**src/rtl/pciu_regs.vh**
```
`ifndef PCIU_REGS_VH
`define PCIU_REGS_VH
// ***************************************************************
// Register offsets.
// ***************************************************************
`define PCIU_IDX_CTRL     8'h68
`define PCIU_IDX_MASK0    8'h6B
`define PCIU_IDX_MASK1    8'h6C
`define PCIU_IDX_MASK2    8'h6D
`define PCIU_IDX_MASK3    8'h73
`define PCIU_IDX_FLAGS    8'h74
`define PCIU_IDX_GIE      8'h75
`define PCIU_IDX_INT_EN   8'h76
`define PCIU_IDX_INT_CLR  8'h77
`define PCIU_IDX_PINS     8'h78
// ***************************************************************
// Field layout and reset values.
// ***************************************************************
`define PCIU_GROUPS       4
`define PCIU_GRP_W        8
`define PCIU_RST_BYTE     8'h00
`define PCIU_RST_NIB      4'h0
`endif

```
**src/rtl/pciu_edge.v**
```verilog
`timescale 1ns/1ps
// ***************************************************************
// Change detector for one group of eight pins.
// ***************************************************************
module pciu_edge (
  input  wire       pclk,
  input  wire       presetn,
  input  wire [7:0] pins,
  input  wire [7:0] mask,
  input  wire       grp_en,
  output reg  [7:0] pin_q,
  output wire       change
);
  reg [7:0] pin_d;

  always @(posedge pclk or negedge presetn) begin
    if (!presetn) begin
      pin_d <= 8'h00;
      pin_q <= 8'h00;
    end else begin
      pin_d <= pins;
      pin_q <= pin_d;
    end
  end

  // Only pins whose mask bit and group enable are set count.
  assign change = grp_en & (|((pin_d ^ pin_q) & mask));
endmodule

```
**src/rtl/pciu_apb.v**
```verilog
`timescale 1ns/1ps
// ***************************************************************
// APB slave decode with zero wait states.
// ***************************************************************
module pciu_apb (
  input  wire        psel,
  input  wire        penable,
  input  wire        pwrite,
  input  wire [11:0] paddr,
  output wire        wr_stb,
  output wire        rd_stb,
  output wire [7:0]  idx,
  output wire        aligned
);
  assign aligned = (paddr[1:0] == 2'h0) & (paddr[11:10] == 2'h0);
  assign idx     = paddr[9:2];
  assign wr_stb  = psel & penable & pwrite;
  assign rd_stb  = psel & penable & ~pwrite;
endmodule

```
**src/rtl/pciu_top.v**
```verilog
`timescale 1ns/1ps
// Operation
// - Control low nibble enables groups with global enable.
// - Groups cover pins 31:24, 23:16, 15:8, 7:0.
// - Each group has its own vector request.
// - Change on group sets its flag bit.
// - Flag plus enables raises the group vector.
// - Vector acknowledge clears the group flag.
// - Writing one clears flag, zero leaves it.
// - Per-pin mask bit and group enable gate detection.
// - Cleared mask bit excludes the pin from change detection; the PINS register still reads it.
// - Change sensing independent of outputs, clocked generation.
// - Output-driven pins still trigger change interrupts.
`include "pciu_regs.vh"
module pciu_top (
  input  wire        pclk,
  input  wire        presetn,
  input  wire        psel,
  input  wire        penable,
  input  wire        pwrite,
  input  wire [11:0] paddr,
  input  wire [31:0] pwdata,
  output reg  [31:0] prdata,
  output reg         pready,
  output reg         pslverr,
  input  wire [31:0] change_sense_pins,
  input  wire [3:0]  vector_ack,
  output reg         group0_vector,
  output reg         group1_vector,
  output reg         group2_vector,
  output reg         group3_vector,
  output reg         irq
);
  // ***************************************************************
  // Registers and state.
  // ***************************************************************
  reg  [3:0]  group_enable_control;
  reg  [7:0]  mask_group0;
  reg  [7:0]  mask_group1;
  reg  [7:0]  mask_group2;
  reg  [7:0]  mask_group3;
  reg  [3:0]  group_change_flags;
  reg         gie;
  reg  [3:0]  int_status;
  reg  [3:0]  int_enable;
  wire [3:0]  change;
  wire [31:0] pin_q;
  wire        wr_stb;
  wire        rd_stb;
  wire [7:0]  idx;
  wire        aligned;
  reg  [3:0]  next_flags;
  reg  [3:0]  next_status;
  reg  [31:0] next_rdata;
  reg         next_err;
  wire [3:0]  wr_clr;
  wire [3:0]  int_clr;

  pciu_apb u_apb (
    .psel    (psel),
    .penable (penable),
    .pwrite  (pwrite),
    .paddr   (paddr),
    .wr_stb  (wr_stb),
    .rd_stb  (rd_stb),
    .idx     (idx),
    .aligned (aligned)
  );

  // ***************************************************************
  // Change detection per group.
  // ***************************************************************
  // Pins are sampled whatever their direction, so self-driven
  // toggles also register.
  pciu_edge u_g0 (
    .pclk    (pclk),
    .presetn (presetn),
    .pins    (change_sense_pins[7:0]),
    .mask    (mask_group0),
    .grp_en  (group_enable_control[0]),
    .pin_q   (pin_q[7:0]),
    .change  (change[0])
  );
  pciu_edge u_g1 (
    .pclk    (pclk),
    .presetn (presetn),
    .pins    (change_sense_pins[15:8]),
    .mask    (mask_group1),
    .grp_en  (group_enable_control[1]),
    .pin_q   (pin_q[15:8]),
    .change  (change[1])
  );
  pciu_edge u_g2 (
    .pclk    (pclk),
    .presetn (presetn),
    .pins    (change_sense_pins[23:16]),
    .mask    (mask_group2),
    .grp_en  (group_enable_control[2]),
    .pin_q   (pin_q[23:16]),
    .change  (change[2])
  );
  pciu_edge u_g3 (
    .pclk    (pclk),
    .presetn (presetn),
    .pins    (change_sense_pins[31:24]),
    .mask    (mask_group3),
    .grp_en  (group_enable_control[3]),
    .pin_q   (pin_q[31:24]),
    .change  (change[3])
  );

  // ***************************************************************
  // Flag and status update; a new change wins over a clear.
  // ***************************************************************
  function is_wr;
    input [7:0] a;
    input [7:0] b;
    begin
      is_wr = wr_stb & aligned & (a == b);
    end
  endfunction

  assign wr_clr  = is_wr(idx, `PCIU_IDX_FLAGS) ? pwdata[3:0] : 4'h0;
  assign int_clr = is_wr(idx, `PCIU_IDX_INT_CLR) ? pwdata[3:0] : 4'h0;

  always @* begin
    next_flags  = (group_change_flags & ~wr_clr & ~vector_ack) | change;
    next_status = (int_status & ~int_clr) | change;
  end

  // ***************************************************************
  // Read data mux.
  // ***************************************************************
  always @* begin
    next_rdata = 32'h0000_0000;
    next_err   = 1'b0;
    if (!aligned) begin
      next_err = 1'b1;
    end else begin
      case (idx)
        `PCIU_IDX_CTRL:    next_rdata = {28'h0, group_enable_control};
        `PCIU_IDX_MASK0:   next_rdata = {24'h0, mask_group0};
        `PCIU_IDX_MASK1:   next_rdata = {24'h0, mask_group1};
        `PCIU_IDX_MASK2:   next_rdata = {24'h0, mask_group2};
        `PCIU_IDX_MASK3:   next_rdata = {24'h0, mask_group3};
        `PCIU_IDX_FLAGS:   next_rdata = {28'h0, group_change_flags};
        `PCIU_IDX_GIE:     next_rdata = {31'h0, gie};
        `PCIU_IDX_INT_EN:  next_rdata = {28'h0, int_enable};
        `PCIU_IDX_INT_CLR: next_rdata = {28'h0, int_status};
        `PCIU_IDX_PINS:    next_rdata = pin_q;
        default:           next_err   = 1'b1;
      endcase
    end
  end

  // ***************************************************************
  // Group enable control register.
  // ***************************************************************
  always @(posedge pclk or negedge presetn) begin
    if (!presetn) begin
      group_enable_control <= `PCIU_RST_NIB;
    end else if (is_wr(idx, `PCIU_IDX_CTRL)) begin
      group_enable_control <= pwdata[3:0];
    end
  end

  // ***************************************************************
  // Pin mask registers.
  // ***************************************************************
  always @(posedge pclk or negedge presetn) begin
    if (!presetn) begin
      mask_group0 <= `PCIU_RST_BYTE;
    end else if (is_wr(idx, `PCIU_IDX_MASK0)) begin
      mask_group0 <= pwdata[7:0];
    end
  end

  always @(posedge pclk or negedge presetn) begin
    if (!presetn) begin
      mask_group1 <= `PCIU_RST_BYTE;
    end else if (is_wr(idx, `PCIU_IDX_MASK1)) begin
      mask_group1 <= pwdata[7:0];
    end
  end

  always @(posedge pclk or negedge presetn) begin
    if (!presetn) begin
      mask_group2 <= `PCIU_RST_BYTE;
    end else if (is_wr(idx, `PCIU_IDX_MASK2)) begin
      mask_group2 <= pwdata[7:0];
    end
  end

  always @(posedge pclk or negedge presetn) begin
    if (!presetn) begin
      mask_group3 <= `PCIU_RST_BYTE;
    end else if (is_wr(idx, `PCIU_IDX_MASK3)) begin
      mask_group3 <= pwdata[7:0];
    end
  end

  // ***************************************************************
  // Global and interrupt enables.
  // ***************************************************************
  always @(posedge pclk or negedge presetn) begin
    if (!presetn) begin
      gie <= 1'b0;
    end else if (is_wr(idx, `PCIU_IDX_GIE)) begin
      gie <= pwdata[0];
    end
  end

  always @(posedge pclk or negedge presetn) begin
    if (!presetn) begin
      int_enable <= `PCIU_RST_NIB;
    end else if (is_wr(idx, `PCIU_IDX_INT_EN)) begin
      int_enable <= pwdata[3:0];
    end
  end

  // ***************************************************************
  // Sticky flags and status.
  // ***************************************************************
  always @(posedge pclk or negedge presetn) begin
    if (!presetn) begin
      group_change_flags <= `PCIU_RST_NIB;
      int_status         <= `PCIU_RST_NIB;
    end else begin
      group_change_flags <= next_flags;
      int_status         <= next_status;
    end
  end

  // ***************************************************************
  // Bus response.
  // ***************************************************************
  always @(posedge pclk or negedge presetn) begin
    if (!presetn) begin
      prdata  <= 32'h0000_0000;
      pready  <= 1'b0;
      pslverr <= 1'b0;
    end else begin
      pready  <= psel & ~penable;
      pslverr <= psel & ~penable & next_err;
      prdata  <= (psel & ~penable & ~pwrite) ? next_rdata : 32'h0000_0000;
    end
  end

  // ***************************************************************
  // Group vector requests.
  // ***************************************************************
  // Each group drives its own vector request.
  always @(posedge pclk or negedge presetn) begin
    if (!presetn) begin
      group0_vector <= 1'b0;
    end else begin
      group0_vector <= next_flags[0] & gie & group_enable_control[0];
    end
  end

  always @(posedge pclk or negedge presetn) begin
    if (!presetn) begin
      group1_vector <= 1'b0;
    end else begin
      group1_vector <= next_flags[1] & gie & group_enable_control[1];
    end
  end

  always @(posedge pclk or negedge presetn) begin
    if (!presetn) begin
      group2_vector <= 1'b0;
    end else begin
      group2_vector <= next_flags[2] & gie & group_enable_control[2];
    end
  end

  always @(posedge pclk or negedge presetn) begin
    if (!presetn) begin
      group3_vector <= 1'b0;
    end else begin
      group3_vector <= next_flags[3] & gie & group_enable_control[3];
    end
  end

  // ***************************************************************
  // Interrupt output.
  // ***************************************************************
  always @(posedge pclk or negedge presetn) begin
    if (!presetn) begin
      irq <= 1'b0;
    end else begin
      irq <= |(next_status & int_enable);
    end
  end
endmodule

```
**config.mk**
```make
export PLATFORM = sky130hd
export DESIGN_NAME = pciu_top
export DESIGN_NICKNAME = d
export VERILOG_FILES = /design/src/rtl/pciu_edge.v /design/src/rtl/pciu_apb.v /design/src/rtl/pciu_top.v
export VERILOG_INCLUDE_DIRS = /design/src /design/src/rtl
export SDC_FILE = /design/constraint.sdc
export NUM_CORES = 1
export LEC_CHECK = 0
export BUFFER_PORTS_ARGS = -buffer_cell sky130_fd_sc_hd__buf_4
export CELL_PAD_IN_SITES_DETAIL_PLACEMENT = 1
export CELL_PAD_IN_SITES_GLOBAL_PLACEMENT = 1
export CORE_ASPECT_RATIO = 2
export CORE_MARGIN = 2
export CORE_UTILIZATION = 41
export CTS_BUF_LIST = sky130_fd_sc_hd__clkbuf_2 sky130_fd_sc_hd__clkbuf_4 sky130_fd_sc_hd__clkbuf_8
export DETAILED_ROUTE_END_ITERATION = 8
export PLACE_DENSITY_LB_ADDON = 0.1
export SLEW_MARGIN = 20
export SYNTH_ARGS = -nofsm -noshare
export SYNTH_HDL_FRONTEND = slang
export SYNTH_SLANG_ARGS = --single-unit
```
**constraint.sdc**
```tcl
create_clock -name pclk -period 1.1 [get_ports pclk]
set_input_delay 0.22 -clock pclk [delete_from_list [all_inputs] [get_ports pclk]]
set_output_delay 0.22 -clock pclk [all_outputs]
set_load 0.01 [all_outputs]
```
==> results by group <==
Status
  • Status: finished, violations left
  • Failing checks: setup timing

STA
  • Final period util: 149%
  • FMAX: about 600 MHz
  • Final hold slack: about 44 ps
  • Final Max Tran Viols: 0
  • Setup TNS: -35,040 ps
  • Period minus WS final: 1640 ps
  • Final Hold Fails: 0
  • Final setup vio count: ~130
  • Worst slew pin tran: around 540 ps
  • RSZ-0062 raised after global routing: yes
  • Fin worst setup slack: -540 ps
  • Worst slew margin: 63.7%
  • Clk_skew: ~12 ps

Clock network
  • Clk slew on worst S/H paths: around 90 ps
  • Worst-Skew Late Latency: between 400 and 500 ps
  • # H-tree levels: 4
  • CTS Sinks: between 150 and 200
  • Clk root buf: clkbuf_8
  • Cts bufs inserted: 17
  • CTS tree: done
  • Maximum root-to-sink buffer count: 2

Place
  • Post-DP HPWL: around 12,000 um
  • I/O Buffers: slightly below 100
  • Routability cong.: 0.895
  • Setup WS pre-CTS: -975 ps
  • DP Area: ~7500 um^2

Global routing
  • Initial antenna violation count: 0
  • GRT Total Usage: 24.3%
  • Grt ovf: 0
  • First-pass GRT wire length: between 20,000 and 30,000 um
  • Largest net degree at the start of global routing: 47
  • Number of global-route vias before repair: ~5,000

Worst setup path
  • CP Capture Type: flop
  • Critical path arrival: between 2000 and 2500 ps
  • Buffers & Inverters on Critical Path: 1
  • Crit path kind: in -> reg
  • CP max FO: 6
  • Critical path's top delay family: simple AND/OR/NAND/NOR gates
  • Crit-path cells: buf_6 -> or4_4 -> or2_1 -> a311o_2 -> nor2_4 -> and2_1
  • CP max stage cell: or4_4
  • Critical Path RT: between 1000 and 1500 ps
  • CP Launch Type: input pin
  • Max stage delay on crit path: around 520 ps

Routing
  • Vias: 4,302
  • WL/cell: between 20 and 25 um
  • Vias/cell: around 5
  • DRT iter0 DRCs: 180
  • WL final: approximately 17,000 um
  • DRC Markers: 0
  • Detail Route Antenna Nets: 0
  • First drt pass iteration count: 6

Die
  • Core Area: around 14,000 um^2
  • Die W: 88.2 um
  • Io pins: between 100 and 150
  • Row cnt: slightly above 60
  • Starting Density: about two fifths
  • Die span in y: 172 um
  • Die ar.: around 15,000 um^2

Pwr
  • PnR Total Power: 10.7 mW
  • Pleak: 4.15 nW
  • Pwr dens: between 1000 and 1500 nW/um^2
  • Worst-case vdd ir drop: 0.000844 V

Yosys
  • Post-Synth XOR/XNOR Area: under 10%
  • Largest family of logic cells by synthesized area: simple AND/OR/NAND/NOR gates
  • Yosys warns: 0
  • Netlist cell types: 37
  • Compound-Gate Fraction of Synth Area: ~6.5%
  • Async SR Flop Fraction: 100%
  • Most used flip-flop cell after synthesis: dfrtp_1
  • Adder-cell share of the synthesized area: 0%
  • Total nets after synthesis: roughly 500
  • Mapped Area: approximately 5800 um^2
  • Synth Area in Simple Gates: roughly 11%
  • Syn_area_per_cell: 13.9 um^2
  • Post-synth EDFFs: 0
  • Mux share of post-synthesis cell area: 10.9%
  • Mapped Cells: approximately 420
  • Register bit total from synthesis: ~150
  • Seq/Total Area, Yosys: 65.4%

Cells and area
  • Share of layout cells above drive strength 1: 47.7%
  • Register Area: approximately 3800 um^2
  • Filler Cells Inserted: roughly 1,400
  • Ant. Diodes: 0
  • P&R area growth vs syn: 48.2%
  • Final nets: around 740
  • Fin area: around 8600 um^2
  • Multi-input gate area: between 2000 and 2500 um^2

Job
  • Number of max-cap violations: 0

Hold path
  • Worst Hold Class: in -> reg
==> power by group <==
part / total [mW] / leakage (nW) / internal (mW) / switching, mW
Clock: 4.09 / 0.175 / 1.92 / 2.17
Combinational: 0.809 / 2.02 / 0.429 / 0.379
Sequential: 5.81 / 1.95 / 5.71 / 0.0974
Total: 10.7 / 4.15 / 8.06 / 2.65
==> cell type report <==
type,instances,area share [%]
Clock buffer,20,3.05
Clock inverter,12,1.38
Multi-Input combinational cell,257,25.6
Sequential cell,152,44.1
Tap cell,189,2.74
Timing Repair Buffer,222,23.1
==> sequential cells by signal (all words and copies together) (netlist names), 4 cells and up <==
name and cells:
int_status 4, u_g3.pin_q 8, u_g2.pin_d 8, mask_group2 8
u_g0.pin_q 8, u_g0.pin_d 8, prdata 32, u_g1.pin_d 8
u_g1.pin_q 8, mask_group1 8, u_g3.pin_d 8, group_enable_control 4
int_enable 4, group_change_flags 4, mask_group3 8, u_g2.pin_q 8
mask_group0 8
==> Yosys cell counts, types with 5 or more instances <==
| master | count | area, um^2 |
|---|---|---|
| a21oi_1 | 10 | 50.1 |
| a222oi_1 | 5 | 50.1 |
| a22oi_1 | 22 | 165 |
| and2_1 | 28 | 175 |
| dfrtp_1 | 152 | 3800 |
| mux2_2 | 52 | 586 |
| mux2i_1 | 5 | 50.1 |
| nand2_1 | 31 | 116 |
| nand3_1 | 12 | 60.1 |
| nand3b_1 | 8 | 60.1 |
| nand4_1 | 6 | 37.5 |
| nor2_1 | 7 | 26.3 |
| nor2b_1 | 5 | 31.3 |
| xor2_1 | 32 | 280 |
==> metrics by stage <==
stage / std cells / util [%]
detailed placement: 777 / 53.8
CTS: 847 / 61.6
finish: 852 / 62.1
global route: 852 / 62.1
global placement: 777 / 53.8
floorplan: 418 / -
==> timing repair <==
action / CTS / global route
setup endpoints to repair: 126 / 125
gates resized for setup: 76 / 11
cloned: 2 / 1
pin swaps: 26 / 16
hold endpoints to repair: 184 / 0
setup buffers: 4 / 4
hold buffers: 33 / 0
==> kinds of logic after synthesis <==
logic type / Yosys count
multiplexers: 57
AND/OR/NAND/NOR: 114
AO/OA/AOI/OAI: 51
buffers and inverters: 12
XOR/XNOR: 32
flip-flops: 152
==> path summary, 6_finish.rpt <==
kind	endpoint	cells after the start	start	slack [ps]
setup / recovery	prdata[17]	6	paddr[1]	-540
hold reg to reg	u_g3.pin_q[5]	0	u_g3.pin_d[5]	390
min in group asynchronous	prdata[27]	2	presetn	210
hold / removal	group_change_flags[0]	3	vector_ack[0]	40
setup reg to reg	irq	5	u_g0.pin_d[2]	-480
max in group asynchronous	prdata[17]	3	presetn	370
==> tightest hold or removal path: cells and delay by family <==
family	cells	cell delay, ps
buffers and inverters	1	70
and+or+nand+nor	2	170
==> layer usage <==
layer  track usage (%)  vias up  part of all wire, %
met1              25.3     2191                   35
li1                  -     1953                    -
met5                 0        -                    0
met3              4.82       42                  2.9
met4              12.7        0                  4.4
met2              44.6      116                   57
==> cell usage in the layout (no fill, tap or decap), drive strengths merged, types with 4 or more instances in the layout <==
| cell | netlist | final |
|---|---|---|
| nand4 | 6 | 6 |
| a22oi | 22 | 22 |
| buf | 8 | 189 |
| clkinvlp | 0 | 6 |
| a32oi | 4 | 4 |
| mux2i | 5 | 5 |
| dlygate4sd3 | 0 | 33 |
| nor2b | 5 | 5 |
| nand2 | 32 | 32 |
| nor4 | 5 | 5 |
| clkbuf | 4 | 20 |
| xor2 | 32 | 32 |
| nand3b | 8 | 8 |
| and2 | 28 | 28 |
| nand3 | 12 | 12 |
| a222oi | 5 | 5 |
| nor2 | 8 | 11 |
| mux2 | 52 | 52 |
| a21oi | 10 | 10 |
| dfrtp | 152 | 152 |
Note: power is estimated with default switching activity, not from simulation.
